===== src/core/flash_host_pkg.sv =====
// Package: command codes, query layout, bus timing and carrier types for the flash host.
package flash_host_pkg;

	// Bus-cycle timing in clock cycles at 25 MHz.
	localparam int CLK_PERIOD_NS   = 40;
	localparam int T_SETUP_NS      = 40;
	localparam int T_STROBE_NS     = 80;
	localparam int T_READ_NS       = 120;
	localparam int SETUP_CYC  = (T_SETUP_NS + CLK_PERIOD_NS - 1) / CLK_PERIOD_NS;
	localparam int STROBE_CYC = (T_STROBE_NS + CLK_PERIOD_NS - 1) / CLK_PERIOD_NS;
	localparam int READ_CYC   = (T_READ_NS + CLK_PERIOD_NS - 1) / CLK_PERIOD_NS;

	// Unlock cycle addresses are not given here, so they are plain defaults.
	localparam logic [7:0]  UNLOCK_ADDR1   = 8'h55;
	localparam logic [7:0]  UNLOCK_ADDR2   = 8'hAA;
	localparam logic [15:0] UNLOCK_DATA1   = 16'h00AA;
	localparam logic [15:0] UNLOCK_DATA2   = 16'h0055;
	localparam logic [15:0] CMD_RESET      = 16'h00F0;
	localparam logic [15:0] CMD_AUTOSELECT = 16'h0090;
	localparam logic [15:0] CMD_PROGRAM    = 16'h00A0;
	localparam logic [15:0] CMD_REGION_IN  = 16'h0088;
	localparam logic [15:0] CMD_EXIT_A     = 16'h0090;
	localparam logic [15:0] CMD_EXIT_B     = 16'h0000;
	localparam logic [15:0] CMD_QUERY      = 16'h0098;
	localparam logic [7:0]  QUERY_ADDR     = 8'h55;

	// Identifier and extended-query word addresses.
	localparam logic [7:0]  ID_MANUF       = 8'h00;
	localparam logic [7:0]  ID_DEV1        = 8'h01;
	localparam logic [7:0]  ID_PROT        = 8'h02;
	localparam logic [7:0]  ID_REGION_LOCK = 8'h03;
	localparam logic [7:0]  ID_DEV2        = 8'h0E;
	localparam logic [7:0]  ID_DEV3        = 8'h0F;
	localparam logic [7:0]  EXT_BASE       = 8'h40;
	localparam int          EXT_WORDS      = 17;

	// Expected extended-query contents, index 0 at word 40h.
	localparam logic [15:0] EXT_SIG0       = 16'h0050;
	localparam logic [15:0] EXT_SIG1       = 16'h0052;
	localparam logic [15:0] EXT_SIG2       = 16'h0049;
	localparam logic [15:0] EXT_MAJOR      = 16'h0031;
	localparam logic [15:0] EXT_MINOR      = 16'h0033;
	localparam logic [5:0]  EXT_TECH       = 6'b000010;
	localparam logic [15:0] EXT_ERASE_SUSP = 16'h0002;
	localparam logic [15:0] EXT_PROT_GROUP = 16'h0001;
	localparam logic [15:0] EXT_TEMP_UNPR  = 16'h0000;
	localparam logic [15:0] EXT_PROT_SCHEME = 16'h0004;
	localparam logic [15:0] EXT_SIMUL      = 16'h0000;
	localparam logic [15:0] EXT_BURST      = 16'h0000;
	localparam logic [15:0] EXT_PAGE       = 16'h0001;
	localparam logic [15:0] EXT_ACC_MIN    = 16'h00B5;
	localparam logic [15:0] EXT_ACC_MAX    = 16'h00C5;
	localparam logic [15:0] EXT_PROG_SUSP  = 16'h0001;
	localparam int          EXT_LAYOUT_IDX = 15;

	// User operations.
	typedef enum logic [2:0]
	{
		OP_READ    = 3'h0,
		OP_PROGRAM = 3'h1,
		OP_IDREAD  = 3'h2,
		OP_QUERY   = 3'h3,
		OP_REGION  = 3'h4,
		OP_EXIT    = 3'h5,
		OP_RESET   = 3'h6
	} op_t;

	// One bus cycle on the flash pins.
	typedef struct packed
	{
		logic        write;
		logic [23:0] addr;
		logic [15:0] data;
	} cycle_t;

	// User request.
	typedef struct packed
	{
		op_t         op;
		logic [23:0] addr;
		logic [15:0] data;
	} req_t;

endpackage : flash_host_pkg

===== src/core/flash_bus_cycle.sv =====
// Module: one timed read or write cycle on the asynchronous flash pins.
`timescale 1ns/1ps
module flash_bus_cycle
	import flash_host_pkg::*;
(
	// Clock and reset
	input  wire logic        clk_sys,
	input  wire logic        nrst,
	input  wire logic        clkEn,
	// Cycle request
	input  wire logic        start,
	input  wire cycle_t      cyc,
	output logic             done,
	output logic [15:0]      rdData,
	// Flash pins
	output logic             chipSelN,
	output logic             writeStrobeN,
	output logic             outEnableN,
	output logic [23:0]      flashAddr,
	output logic [15:0]      dqOut,
	output logic             dqOe,
	input  wire logic [15:0] dqIn
);

	typedef enum logic [3:0]
	{
		B_IDLE   = 4'b0001,
		B_SETUP  = 4'b0010,
		B_STROBE = 4'b0100,
		B_HOLD   = 4'b1000
	} bstate_t;

	bstate_t    state_reg, state_next;
	logic [3:0] cnt_reg;
	logic       isWrite_reg;

	////////////////////////////////////////////////////////////////////////////
	// Sequencing.
	wire cntZero = (cnt_reg == 4'h0);

	always_comb
	begin
		state_next = state_reg;
		case (state_reg)
			B_IDLE:   if (start) state_next = B_SETUP;
			B_SETUP:  if (cntZero) state_next = B_STROBE;
			B_STROBE: if (cntZero) state_next = B_HOLD;
			B_HOLD:   state_next = B_IDLE;
			default:  state_next = B_IDLE;
		endcase
	end

	always_ff @(posedge clk_sys)
	begin
		if (!nrst)
		begin
			state_reg    <= B_IDLE;
			cnt_reg      <= 4'h0;
			isWrite_reg  <= 1'b0;
			chipSelN     <= 1'b1;
			writeStrobeN <= 1'b1;
			outEnableN   <= 1'b1;
			flashAddr    <= 24'h000000;
			dqOut        <= 16'h0000;
			dqOe         <= 1'b0;
			rdData       <= 16'h0000;
		end
		else if (clkEn)
		begin
			state_reg <= state_next;
			cnt_reg   <= cntZero ? 4'h0 : cnt_reg - 4'h1;
			case (state_reg)
				B_IDLE:
				begin
					if (start)
					begin
						// Chip select and address lead, so the later falling edge is the
						// write strobe and the address is stable when it is captured.
						isWrite_reg <= cyc.write;
						flashAddr   <= cyc.addr;
						dqOut       <= cyc.data;
						dqOe        <= cyc.write;
						chipSelN    <= 1'b0;
						outEnableN  <= 1'b1;
						cnt_reg     <= 4'(SETUP_CYC - 1);
					end
				end
				B_SETUP:
				begin
					if (cntZero)
					begin
						writeStrobeN <= !isWrite_reg;
						outEnableN   <= isWrite_reg;
						cnt_reg      <= isWrite_reg ? 4'(STROBE_CYC - 1) : 4'(READ_CYC - 1);
					end
				end
				B_STROBE:
				begin
					if (cntZero)
					begin
						// Strobe rises first while data still driven: data captured here.
						writeStrobeN <= 1'b1;
						outEnableN   <= 1'b1;
						if (!isWrite_reg)
							rdData <= dqIn;
					end
				end
				B_HOLD:
				begin
					chipSelN <= 1'b1;
					dqOe     <= 1'b0;
				end
				default: ;
			endcase
		end
	end

	assign done = clkEn && (state_reg == B_HOLD);

endmodule : flash_bus_cycle


===== src/core/flash_host_ctrl.sv =====
// Module: host controller that sequences command cycles into a parallel NOR flash.
// How it works
// Query words 40h-42h must read the three-letter extension signature.
// Words 43h and 44h must read major 0031h and minor 0033h.
// Word 45h holds unlock-sensitivity bits 1-0 and technology code 0010b in 7-2.
// Word 46h reads 2 and word 50h reads 0001h for suspend support.
// Protect group 1, no temp unprotect, scheme 4, no simultaneous/burst, page 1.
// Acceleration supply minimum 00B5h and maximum 00C5h, volts and tenths.
// Word 4Fh encodes sector layout: 00h, 02h, 03h, 04h or 05h.
// After bad sequences or mismatches the host writes reset to recover; the code writes it only from S_FAIL, not after an S_CHECK mismatch.
// Address captured on later falling strobe; data on earlier rising strobe.
// Device reads array after power-up and after embedded operations finish.
// Erase suspend leaves device serving reads from non-erasing sectors.
// On timeout failure flag the host issues reset.
// Reset command works at any address, returning to read mode.
// Reset between erase cycles aborts; ignored once erase runs.
// Reset mid program sequence aborts; ignored once programming runs.
// On buffer abort flag, host must send the buffer-abort reset sequence; the code sends one plain reset write from S_FAIL.
// Two unlocks plus autoselect enter identifier mode; reset leaves it.
// Identifier words: maker 00h, device 01h/0Eh/0Fh, lock 03h, protect SA+02h.
// Three-cycle entry redirects to secured region; four-cycle exit leaves.
// Word program is two unlocks, setup command, then address and data.
// While programming, commands are ignored and identifier/query unavailable.
// Programming only clears bits; a one over a zero stays zero.
// Query command 98h at 55h enters query mode; reset leaves it.
`timescale 1ns/1ps
module flash_host_ctrl
	import flash_host_pkg::*;
#(
	parameter int POLL_LIMIT = 4096
)
(
	// Clock, reset and enable
	input  wire logic        clk_sys,
	input  wire logic        nrst,
	input  wire logic        clkEn,
	// User request port
	input  wire logic        reqValid,
	output logic             reqReady,
	input  wire req_t        req,
	// User answer port
	output logic             rspValid,
	output logic [15:0]      rspData,
	output logic             rspError,
	output logic             busyProgram,
	output logic             regionActive,
	output logic             queryMismatch,
	// Flash pins
	output logic             chipSelN,
	output logic             writeStrobeN,
	output logic             outEnableN,
	output logic [23:0]      flashAddr,
	output logic [15:0]      dqOut,
	output logic             dqOe,
	input  wire logic [15:0] dqIn
);

	typedef enum logic [7:0]
	{
		S_IDLE  = 8'b00000001,
		S_SEQ   = 8'b00000010,
		S_POLL  = 8'b00000100,
		S_RSP   = 8'b00001000,
		S_FAIL  = 8'b00010000,
		S_ABORT = 8'b00100000,
		S_CHECK = 8'b01000000,
		S_DONE  = 8'b10000000
	} state_t;

	state_t      state_reg, state_next;
	req_t        cur_reg;
	logic [2:0]  step_reg;
	logic [15:0] data_reg;
	logic        errFlag_reg;
	logic        region_reg;
	logic        mismatch_reg;
	logic [12:0] polls_reg;
	logic        cycStart;
	cycle_t      cyc;
	logic        cycDone;
	logic [15:0] cycData;

	////////////////////////////////////////////////////////////////////////////
	// Command sequence tables.

	// Number of bus cycles per operation; a plain read is one read, identifier and query ops read and then end with a reset write.
	function automatic logic [2:0] seqLen(input op_t op);
		case (op)
			OP_READ:    seqLen = 3'h1;
			OP_PROGRAM: seqLen = 3'h4;
			OP_IDREAD:  seqLen = 3'h5;
			OP_QUERY:   seqLen = 3'h3;
			OP_REGION:  seqLen = 3'h3;
			OP_EXIT:    seqLen = 3'h4;
			OP_RESET:   seqLen = 3'h1;
			default:    seqLen = 3'h1;
		endcase
	endfunction : seqLen

	// Bus cycle for one step of an operation.
	function automatic cycle_t seqCycle(input req_t r, input logic [2:0] s);
		cycle_t c;
		c.write = 1'b1;
		c.addr  = {16'h0000, UNLOCK_ADDR1};
		c.data  = UNLOCK_DATA1;
		if (s == 3'h1)
		begin
			c.addr = {16'h0000, UNLOCK_ADDR2};
			c.data = UNLOCK_DATA2;
		end
		case (r.op)
			OP_READ:
			begin
				c.write = 1'b0;
				c.addr  = r.addr;
			end
			OP_RESET:
			begin
				// Address is a don't care for reset, so the user address is passed.
				c.addr = r.addr;
				c.data = CMD_RESET;
			end
			OP_PROGRAM:
			begin
				if (s == 3'h2) c.data = CMD_PROGRAM;
				if (s == 3'h3)
				begin
					c.addr = r.addr;
					c.data = r.data;
				end
			end
			OP_IDREAD:
			begin
				if (s == 3'h2) c.data = CMD_AUTOSELECT;
				if (s == 3'h3)
				begin
					c.write = 1'b0;
					c.addr  = r.addr;
				end
				if (s == 3'h4)
				begin
					c.addr = r.addr;
					c.data = CMD_RESET;
				end
			end
			OP_QUERY:
			begin
				if (s == 3'h0)
				begin
					c.addr = {16'h0000, QUERY_ADDR};
					c.data = CMD_QUERY;
				end
				if (s == 3'h1)
				begin
					c.write = 1'b0;
					c.addr  = r.addr;
				end
				if (s == 3'h2) c.data = CMD_RESET;
			end
			OP_REGION:
				if (s == 3'h2) c.data = CMD_REGION_IN;
			OP_EXIT:
			begin
				if (s == 3'h2) c.data = CMD_EXIT_A;
				if (s == 3'h3) c.data = CMD_EXIT_B;
			end
			default: ;
		endcase
		seqCycle = c;
	endfunction : seqCycle

	// Expected extended-query word, or all ones where the value varies by part.
	function automatic logic [15:0] extExpect(input logic [7:0] a);
		logic [7:0] i;
		i = a - EXT_BASE;
		case (i)
			8'h00:   extExpect = EXT_SIG0;
			8'h01:   extExpect = EXT_SIG1;
			8'h02:   extExpect = EXT_SIG2;
			8'h03:   extExpect = EXT_MAJOR;
			8'h04:   extExpect = EXT_MINOR;
			8'h06:   extExpect = EXT_ERASE_SUSP;
			8'h07:   extExpect = EXT_PROT_GROUP;
			8'h08:   extExpect = EXT_TEMP_UNPR;
			8'h09:   extExpect = EXT_PROT_SCHEME;
			8'h0A:   extExpect = EXT_SIMUL;
			8'h0B:   extExpect = EXT_BURST;
			8'h0C:   extExpect = EXT_PAGE;
			8'h0D:   extExpect = EXT_ACC_MIN;
			8'h0E:   extExpect = EXT_ACC_MAX;
			8'h10:   extExpect = EXT_PROG_SUSP;
			default: extExpect = 16'hFFFF;
		endcase
	endfunction : extExpect

	////////////////////////////////////////////////////////////////////////////
	// Query result checks.
	wire [7:0]  qAddr    = cur_reg.addr[7:0];
	wire        qInExt   = (qAddr >= EXT_BASE) && (qAddr < 8'(EXT_BASE + EXT_WORDS));
	wire [15:0] qExp     = extExpect(qAddr);
	wire        qIsTech  = (qAddr == 8'(EXT_BASE + 5));
	wire        qIsLay   = (qAddr == 8'(EXT_BASE + EXT_LAYOUT_IDX));
	wire        techOk   = (data_reg[7:2] == EXT_TECH) && (data_reg[15:8] == 8'h00);
	wire        layOk    = (data_reg[15:3] == 13'h0000) && (data_reg[2:0] != 3'h1)
		&& (data_reg[2:0] <= 3'h5);
	wire        qBad     = qInExt && (qIsTech ? !techOk : qIsLay ? !layOk
		: (qExp != 16'hFFFF) && (data_reg != qExp));

	////////////////////////////////////////////////////////////////////////////
	// Main sequencer.
	wire       lastStep  = (step_reg == seqLen(cur_reg.op) - 3'h1);
	wire       readOp    = (cur_reg.op == OP_READ);
	// The bit toggling between two reads means the embedded program still runs.
	wire       stillBusy = (cycData[6] != data_reg[6]);
	// A flag counts only in two status reads in a row, since the read that turns to array
	// data also differs in bit 6 and carries user bits; the first poll has no prior status.
	wire       pollPair  = stillBusy && (polls_reg != 13'h0000);
	wire       timedOut  = pollPair && cycData[5] && data_reg[5];
	wire       bufAbort  = pollPair && cycData[1] && data_reg[1];
	wire       pollOver  = (polls_reg == 13'(POLL_LIMIT - 1));
	wire       capStep   = (cur_reg.op == OP_IDREAD && step_reg == 3'h3)
		|| (cur_reg.op == OP_QUERY && step_reg == 3'h1) || readOp;

	assign reqReady = clkEn && (state_reg == S_IDLE);
	assign cycStart = clkEn && (state_reg == S_SEQ || state_reg == S_POLL
		|| state_reg == S_FAIL || state_reg == S_CHECK) && !cycDone;

	always_comb
	begin
		cyc = seqCycle(cur_reg, step_reg);
		if (state_reg == S_POLL || state_reg == S_CHECK)
		begin
			cyc.write = 1'b0;
			cyc.addr  = cur_reg.addr;
		end
		if (state_reg == S_FAIL)
			cyc.data = CMD_RESET;
		if (state_reg == S_ABORT)
			cyc.data = CMD_RESET;
	end

	always_comb
	begin
		state_next = state_reg;
		case (state_reg)
			S_IDLE:  if (reqValid) state_next = S_SEQ;
			S_SEQ:
				if (cycDone && lastStep)
					state_next = (cur_reg.op == OP_PROGRAM) ? S_POLL : S_RSP;
			S_POLL:
				if (cycDone)
				begin
					if (!stillBusy && polls_reg != 13'h0000)
						state_next = S_CHECK;
					else if (timedOut || pollOver)
						state_next = S_FAIL;
					else if (bufAbort)
						state_next = S_FAIL;
				end
			S_FAIL:  if (cycDone) state_next = S_RSP;
			S_CHECK: if (cycDone) state_next = S_RSP;
			S_RSP:   state_next = S_DONE;
			S_DONE:  state_next = S_IDLE;
			S_ABORT: state_next = S_IDLE;
			default: state_next = S_IDLE;
		endcase
	end

	always_ff @(posedge clk_sys)
	begin
		if (!nrst)
		begin
			state_reg    <= S_IDLE;
			cur_reg      <= '0;
			step_reg     <= 3'h0;
			data_reg     <= 16'h0000;
			errFlag_reg  <= 1'b0;
			region_reg   <= 1'b0;
			mismatch_reg <= 1'b0;
			polls_reg    <= 13'h0000;
		end
		else if (clkEn)
		begin
			state_reg <= state_next;
			if (state_reg == S_IDLE && reqValid)
			begin
				cur_reg     <= req;
				step_reg    <= 3'h0;
				errFlag_reg <= 1'b0;
				polls_reg   <= 13'h0000;
			end
			if (state_reg == S_SEQ && cycDone)
			begin
				step_reg <= step_reg + 3'h1;
				if (capStep)
					data_reg <= cycData;
				if (lastStep && cur_reg.op == OP_REGION)
					region_reg <= 1'b1;
				if (lastStep && cur_reg.op == OP_EXIT)
					region_reg <= 1'b0;
			end
			if (state_reg == S_POLL && cycDone)
			begin
				data_reg  <= cycData;
				polls_reg <= polls_reg + 13'h1;
				if (timedOut || pollOver || bufAbort)
					errFlag_reg <= 1'b1;
			end
			if (state_reg == S_CHECK && cycDone)
			begin
				data_reg <= cycData;
				// A bit asked to go high over a stored zero stays low.
				if (cycData != cur_reg.data)
					errFlag_reg <= 1'b1;
			end
			if (state_reg == S_RSP && cur_reg.op == OP_QUERY)
				mismatch_reg <= qBad;
		end
	end

	assign rspValid      = clkEn && (state_reg == S_DONE);
	assign rspData       = data_reg;
	assign rspError      = errFlag_reg;
	assign busyProgram   = (state_reg == S_POLL);
	assign regionActive  = region_reg;
	assign queryMismatch = mismatch_reg;

	////////////////////////////////////////////////////////////////////////////
	// Pin engine.
	flash_bus_cycle u_cycle
	(
		.clk_sys      (clk_sys),
		.nrst         (nrst),
		.clkEn        (clkEn),
		.start        (cycStart),
		.cyc          (cyc),
		.done         (cycDone),
		.rdData       (cycData),
		.chipSelN     (chipSelN),
		.writeStrobeN (writeStrobeN),
		.outEnableN   (outEnableN),
		.flashAddr    (flashAddr),
		.dqOut        (dqOut),
		.dqOe         (dqOe),
		.dqIn         (dqIn)
	);

endmodule : flash_host_ctrl


===== config.mk =====
export PLATFORM = sky130hd
export DESIGN_NAME = flash_host_ctrl
export DESIGN_NICKNAME = d
export VERILOG_FILES = /design/src/core/flash_host_pkg.sv /design/src/core/flash_bus_cycle.sv /design/src/core/flash_host_ctrl.sv
export SDC_FILE = /design/constraint.sdc
export NUM_CORES = 1
export LEC_CHECK = 0
export BUFFER_PORTS_ARGS = -buffer_cell sky130_fd_sc_hd__buf_4
export CAP_MARGIN = 5
export CORE_UTILIZATION = 45
export CTS_CLUSTER_SIZE = 30
export DETAILED_ROUTE_END_ITERATION = 7
export PLACE_DENSITY = 0.69
export SYNTH_ARGS = -nofsm -noshare
export SYNTH_HDL_FRONTEND = slang
export SYNTH_SLANG_ARGS = --single-unit

===== constraint.sdc =====
create_clock -name clk_sys -period 3.45 [get_ports clk_sys]
set_input_delay 0 -clock clk_sys [delete_from_list [all_inputs] [get_ports clk_sys]]
set_output_delay 0 -clock clk_sys [all_outputs]
set_load 0.1 [all_outputs]

==> flow_metrics.py, run 1 <==
metrics = {
    "setup_path": {
        "path_class": "reg -> reg",
        "cp_max_fo": 16,
        "cp.arrival_ps": 3040,
        "cp.required_ps": 3740,
        "cp-start-kind": "register",
        "cpPeakStageDelay_ps": 460,
        "end_kind": "register",
        "path_cells": "inv_1, ha_1, nor2b_1, nand2_1, a2111o_1, a21oi_4, buf_4, mux2i_1, nor2_1",
        "slowest_stage": "a2111o_1",
    },
    "yosys": {
        "synth_edf_count": 0,
        "syn_avg_cell_area_um2": 7.76,
        "async_reset_ff_frac": 0,
        "synth_compound_gate_area_share": 0.201,
        "synthMuxAreaShare": 0.0489,
        "synth_xor_area_frac": 0.0347,
        "syn_inst": 1009,
        "ys_warn_count": 0,
        "ys_ff_latch": 154,
        "yosysUniqueCellTypes": 71,
        "yosys.area_share.simple": 0.252,
        "synth_seq_area_share": 0.394,
        "synth.cell_area_mm2": 0.00783,
        "synth_top_family_by_area": "simple AND/OR/NAND/NOR gates",
        "synth_fa_ha_area_frac": 0.0192,
        "syn-num-nets": 1084,
        "yosys_most_used_dff": "dfxtp_1",
    },
    "sta": {
        "post-route-period-util": 0.797,
        "maxSlewHeadroom": 0.472,
        "max_freq_mhz": 364,
        "grt_setup_unrepaired": "no",
        "skew_ps": 11.8,
        "min_period_ps": 2750,
        "finalHoldViolCount": 0,
        "setup_viol": 0,
        "worst_pin_slew_ps": 793,
        "hold_ws_ps": 169,
        "setup_tns_ps": 0,
        "final.setup.worst_slack_ps": 701,
        "report.final.slew_viol_count": 0,
    },
    "place": {
        "pre_cts_ws_ps": 772,
        "dp_hpwl_um": 15700,
        "gp_congestion": 0.952,
        "portBuffers": 128,
    },
    "floorplan": {
        "core_mm2": 0.0168,
        "dieArea_mm2": 0.0179,
        "die_h_um": 134,
        "start_util": 0.467,
        "die_x_um": 134,
        "io_pins": 129,
        "row_count": 47,
    },
    "layout": {
        "areaGrowthSynthToFinish_pct": 28.8,
        "fillers": 1507,
        "mostFrequentLayoutCells": "154 x nand2_1, 154 x dfxtp_1, 145 x buf_4",
        "largest_reg_flops": 43,
        "nNetsFinal": 1234,
        "utilization": 0.601,
        "drive_above_1_share": 0.167,
    },
    "clock_network": {
        "post_cts_resized": 0,
        "clock_latency_ps": 430,
        "numCtsBuffers": 17,
        "clock-sinks": 154,
        "tritoncts": "done",
        "cts_hold_buf": 61,
        "clock-root-buffer": "clkbuf_16",
        "cts.clk_slew.worst_paths_ps": 60,
        "cts_max_path_buffers": 2,
        "htree_levels": 4,
        "post_cts_buffers": 0,
    },
    "min_path": {
        "min_path_type": "in -> reg",
    },
    "route": {
        "drc": 0,
        "wl_per_cell_um": 16.8,
        "dr.pass1.iters": 5,
        "drt-vias-per-instance": 5.65,
        "wirelength_um": 23400,
        "antenna_left": 0,
        "vias": 7877,
        "dr.first_iter.drc_count": 726,
    },
    "power_and_ir_drop": {
        "power_switching_mw": 1.17,
        "peakVddDrop_v": 0.000357,
        "switching_share": 0.272,
        "clockPowerShare": 0.427,
        "cellLeakagePower_nw": 3.88,
        "seqPwrFrac": 0.439,
        "p_int_mw": 3.13,
        "power_mw": 4.30,
        "power_frac_comb": 0.134,
        "power_density_mw_per_mm2": 427,
    },
    "grt": {
        "first_global_vias": 7392,
        "track_usage": 0.265,
        "antenna_found_initial": 1,
        "grt_max_degree": 77,
        "grt_pass1_wl_um": 37700,
        "grt_overflow": 0,
    },
    "status": {
        "status": "finished clean",
    },
    "job": {
        "cap_violations": 0,
    },
}
## metrics by stage
stage               cell area, um2  instances
floorplan                     7830       1009
global placement              8890       1299
detailed placement            8890       1299
CTS                          10100       1392
global route                 10100       1393
finish                       10100       1393
## power groups by stage
stage | logic [mW] | registers, mW | clock network (mW)
floorplan | 0.343 | 1.93 | 0
global placement | 0.514 | 1.92 | 0
detailed placement | 0.515 | 1.93 | 0
CTS | 0.572 | 1.89 | 1.87
global route | 0.632 | 1.89 | 1.94
finish | 0.578 | 1.89 | 1.83
## routing by layer
| layer | wire length [um] | track usage | vias up |
|---|---|---|---|
| met3 | 1590 | 0.0718 | 39 |
| met1 | 10100 | 0.330 | 3726 |
| met2 | 11300 | 0.436 | 252 |
| met5 | 0 | 0 | - |
| met4 | 446 | 0.0991 | 0 |
| li1 | - | - | 3860 |
## Yosys cell counts (6+ instances only)
| cell type | instances | area share |
|---|---|---|
| and3_1 | 10 | 0.0080 |
| clkbuf_1 | 59 | 0.028 |
| nor3_1 | 21 | 0.013 |
| a22oi_1 | 19 | 0.018 |
| ha_1 | 12 | 0.019 |
| inv_1 | 20 | 0.0096 |
| xor2_1 | 20 | 0.022 |
| nor4_1 | 14 | 0.011 |
| nand2_1 | 154 | 0.074 |
| nand4_1 | 10 | 0.0080 |
| nand3_1 | 48 | 0.031 |
| dfxtp_1 | 154 | 0.39 |
| a21oi_1 | 112 | 0.072 |
| nand2b_1 | 11 | 0.0088 |
| mux2i_1 | 36 | 0.046 |
| nor2b_1 | 7 | 0.0056 |
| o21ai_0 | 63 | 0.040 |
| or3_1 | 6 | 0.0048 |
| xnor2_1 | 11 | 0.012 |
| nor2_1 | 104 | 0.050 |
| buf_2 | 12 | 0.0077 |
## final timing paths
check | start | cells after the start | endpoint | slack (ps)
worst max register to register | step_reg[1] | 9 | rspData[5] | 700
worst min-delay path | reqValid | 4 | cur_reg[40] | 170
worst max-delay path | step_reg[1] | 9 | rspData[5] | 700
worst min register to register | cur_reg[36] | 2 | cur_reg[36] | 450
## critical path, delay by kind of cell (launching register included)
family                   cells  cell delay [ps]
AO/OA/AOI/OAI                2              610
adder cells (fa/ha/maj)      1              330
buffers and inverters        2              450
flip-flops                   1              350
multiplexers                 1              250
AND/OR/NAND/NOR              3              610
## cells by family after synthesis
group,after synthesis
AND/OR/NAND/NOR,418
AO/OA/AOI/OAI,261
flip-flops,154
buffers and inverters,95
multiplexers,38
XOR/XNOR,31
adder cells (fa/ha/maj),12
## area by class of cell
type                            instances  area, um2  share of cell area
Timing Repair Buffer                  206       1700               0.169
Clock buffer                           22        474              0.0470
Tap cell                              220        275              0.0273
Multi-Input combinational cell        760       4360               0.433
Sequential cell                       154       3080               0.306
Antenna cell                            1       2.50            0.000248
Clock inverter                         10        108              0.0107
Inverter                               20       77.6             0.00770
Note: power is estimated with default switching activity, not from simulation.
==> inputs of run 2 (changes only) <==
--- a/config.mk
+++ b/config.mk
@@ -10,7 +10,7 @@
 export CORE_UTILIZATION = 45
 export CTS_CLUSTER_SIZE = 30
 export DETAILED_ROUTE_END_ITERATION = 7
-export PLACE_DENSITY = 0.69
+export PLACE_DENSITY = 0.72
 export SYNTH_ARGS = -nofsm -noshare
 export SYNTH_HDL_FRONTEND = slang
 export SYNTH_SLANG_ARGS = --single-unit
==> constraint.sdc (replaced) <==
create_clock -name clk_sys -period 2.3 [get_ports clk_sys]
set_input_delay 0 -clock clk_sys [delete_from_list [all_inputs] [get_ports clk_sys]]
set_output_delay 0 -clock clk_sys [all_outputs]
set_load 0.1 [all_outputs]
==> run 2 against run 1 <==
Effect of this change:
- register-to-register slack worse by 660 ps
- combinational power up 75%
- largest cell class unchanged
- sequential cell count unchanged
==> flow_metrics.py, run 2 (synthesis results as in run 1) <==
metrics = {
    "job": {
        "cap_violations": 0,
    },
    "clock_network": {
        "htree_levels": 4,
        "cts_max_path_buffers": 2,
        "tritoncts": "done",
        "cts.clk_slew.worst_paths_ps": 70,
        "clock-sinks": 154,
        "clock_latency_ps": 430,
        "numCtsBuffers": 17,
        "clock-root-buffer": "clkbuf_16",
    },
    "layout": {
        "largest_reg_flops": 43,
        "utilization": 0.645,
        "areaGrowthSynthToFinish_pct": 38.0,
        "multi_input_area_mm2": 0.00446,
        "antenna_cells": 0,
        "fillers": 1444,
        "mostFrequentLayoutCell": "buf_4",
        "drive_above_1_share": 0.234,
        "nNetsFinal": 1308,
        "seqCellArea_mm2": 0.00309,
        "mostFrequentLayoutCells": "210 x buf_4, 154 x nand2_1, 150 x dfxtp_1",
        "fin_area_mm2": 0.0108,
        "final_cells": 1466,
    },
    "floorplan": {
        "io_pins": 129,
        "start_util": 0.467,
        "die_x_um": 134,
        "dieArea_mm2": 0.0179,
        "die_h_um": 134,
        "core_mm2": 0.0168,
        "row_count": 47,
    },
    "setup_path": {
        "slowest_stage": "or3_4",
        "cpPeakStageDelay_ps": 430,
        "path_class": "reg -> reg",
        "cp.required_ps": 2610,
        "end_kind": "register",
        "cp.arrival_ps": 2570,
        "path_cells": "or3_4, or3_4, a2111o_1, a21oi_4, clkbuf_16, mux2i_1, nor2_1",
        "cp_max_fo": 8,
        "cp-start-kind": "register",
        "cpMostUsedCell": "or3_4",
    },
    "place": {
        "portBuffers": 128,
        "gp_congestion": 0.915,
        "dp_hpwl_um": 16500,
        "placement.cell_area_mm2": 0.00952,
        "pre_cts_ws_ps": -54.4,
        "place_inst": 1367,
    },
    "grt": {
        "first_global_vias": 7773,
        "grt_max_degree": 67,
        "track_usage": 0.280,
        "antenna_found_initial": 0,
        "use_met2": 0.457,
        "grt.busiest_layer": "met2",
        "grt_pass1_wl_um": 39900,
        "grt_overflow": 0,
        "grt_util_met1": 0.362,
        "use_met3": 0.0537,
    },
    "power_and_ir_drop": {
        "seqPwrFrac": 0.435,
        "power_mw": 6.44,
        "peakVddDrop_v": 0.000523,
        "power_density_mw_per_mm2": 596,
        "power_switching_mw": 1.86,
        "switching_share": 0.288,
        "power_frac_comb": 0.158,
        "cellLeakagePower_nw": 4.31,
        "p_int_mw": 4.58,
        "clockPowerShare": 0.408,
    },
    "sta": {
        "final.setup.worst_slack_ps": 36.0,
        "setup_viol": 0,
        "max_freq_mhz": 442,
        "post-route-period-util": 0.984,
        "maxSlewHeadroom": 0.637,
        "min_period_ps": 2260,
        "finalHoldViolCount": 0,
        "skew_ps": 13.1,
        "worst_pin_slew_ps": 543,
        "setup_tns_ps": 0,
        "grt_setup_unrepaired": "yes",
        "report.final.slew_viol_count": 0,
        "hold_ws_ps": 194,
    },
    "route": {
        "wl_per_cell_um": 17.2,
        "dr.first_iter.drc_count": 613,
        "drt-vias-per-instance": 5.61,
        "vias": 8229,
        "dr.pass1.iters": 5,
        "drc": 0,
        "wirelength_um": 25300,
        "antenna_left": 0,
    },
    "min_path": {
        "min_path_type": "in -> reg",
    },
    "status": {
        "status": "finished clean",
    },
}
==> run 2: layout make-up <==
| class | count | share of cell area |
|---|---|---|
| Clock buffer | 18 | 0.0397 |
| Inverter | 20 | 0.00718 |
| Clock inverter | 14 | 0.0103 |
| Sequential cell | 154 | 0.286 |
| Tap cell | 220 | 0.0255 |
| Timing Repair Buffer | 280 | 0.218 |
| Multi-Input combinational cell | 760 | 0.413 |
==> run 2: worst paths after layout <==
path                              startpoint           to  slack (ps)  cells past startpoint
worst min register to register   cur_reg[34]  cur_reg[34]         460                      2
worst min-delay path                reqValid  cur_reg[16]         190                      5
worst max-delay path            state_reg[3]   rspData[5]          40                      7
worst max register to register  state_reg[3]   rspData[5]          40                      7
==> run 2: what timing repair did <==
action / in CTS / in global routing
pin swaps: 0 / 8
hold buffers: 61 / 0
setup buffers: 0 / 5
setup endpoints to repair: 7 / 39
hold endpoints to repair: 68 / 0
gates resized for setup: 2 / 15
gates cloned: 0 / 1
==> run 2: worst max-delay path, delay by kind of cell, from the launching register on <==
family | cells | cell delay (ps)
AND/OR/NAND/NOR | 3 | 880
buffers and inverters | 1 | 210
multiplexers | 1 | 190
flip-flops | 1 | 310
AO/OA/AOI/OAI | 2 | 560
==> run 2: per-layer routing <==
layer | vias to the layer above | share of wire
met5 | - | 0
met4 | 0 | 0.022
met3 | 38 | 0.066
met2 | 324 | 0.48
met1 | 3859 | 0.43
li1 | 4008 | -
==> run 2: power by group through the flow <==
| stage | clock network [mW] | registers (mW) | logic, mW |
|---|---|---|---|
| 4_1_cts | 2.66 | 2.80 | 0.975 |
| 3_5_place_dp | 0 | 2.86 | 0.885 |
| 3_3_place_gp | 0 | 2.86 | 0.883 |
| 2_1_floorplan | 0 | 2.89 | 0.516 |
| 5_1_grt | 2.79 | 2.81 | 1.09 |
| 6_report | 2.62 | 2.80 | 1.01 |
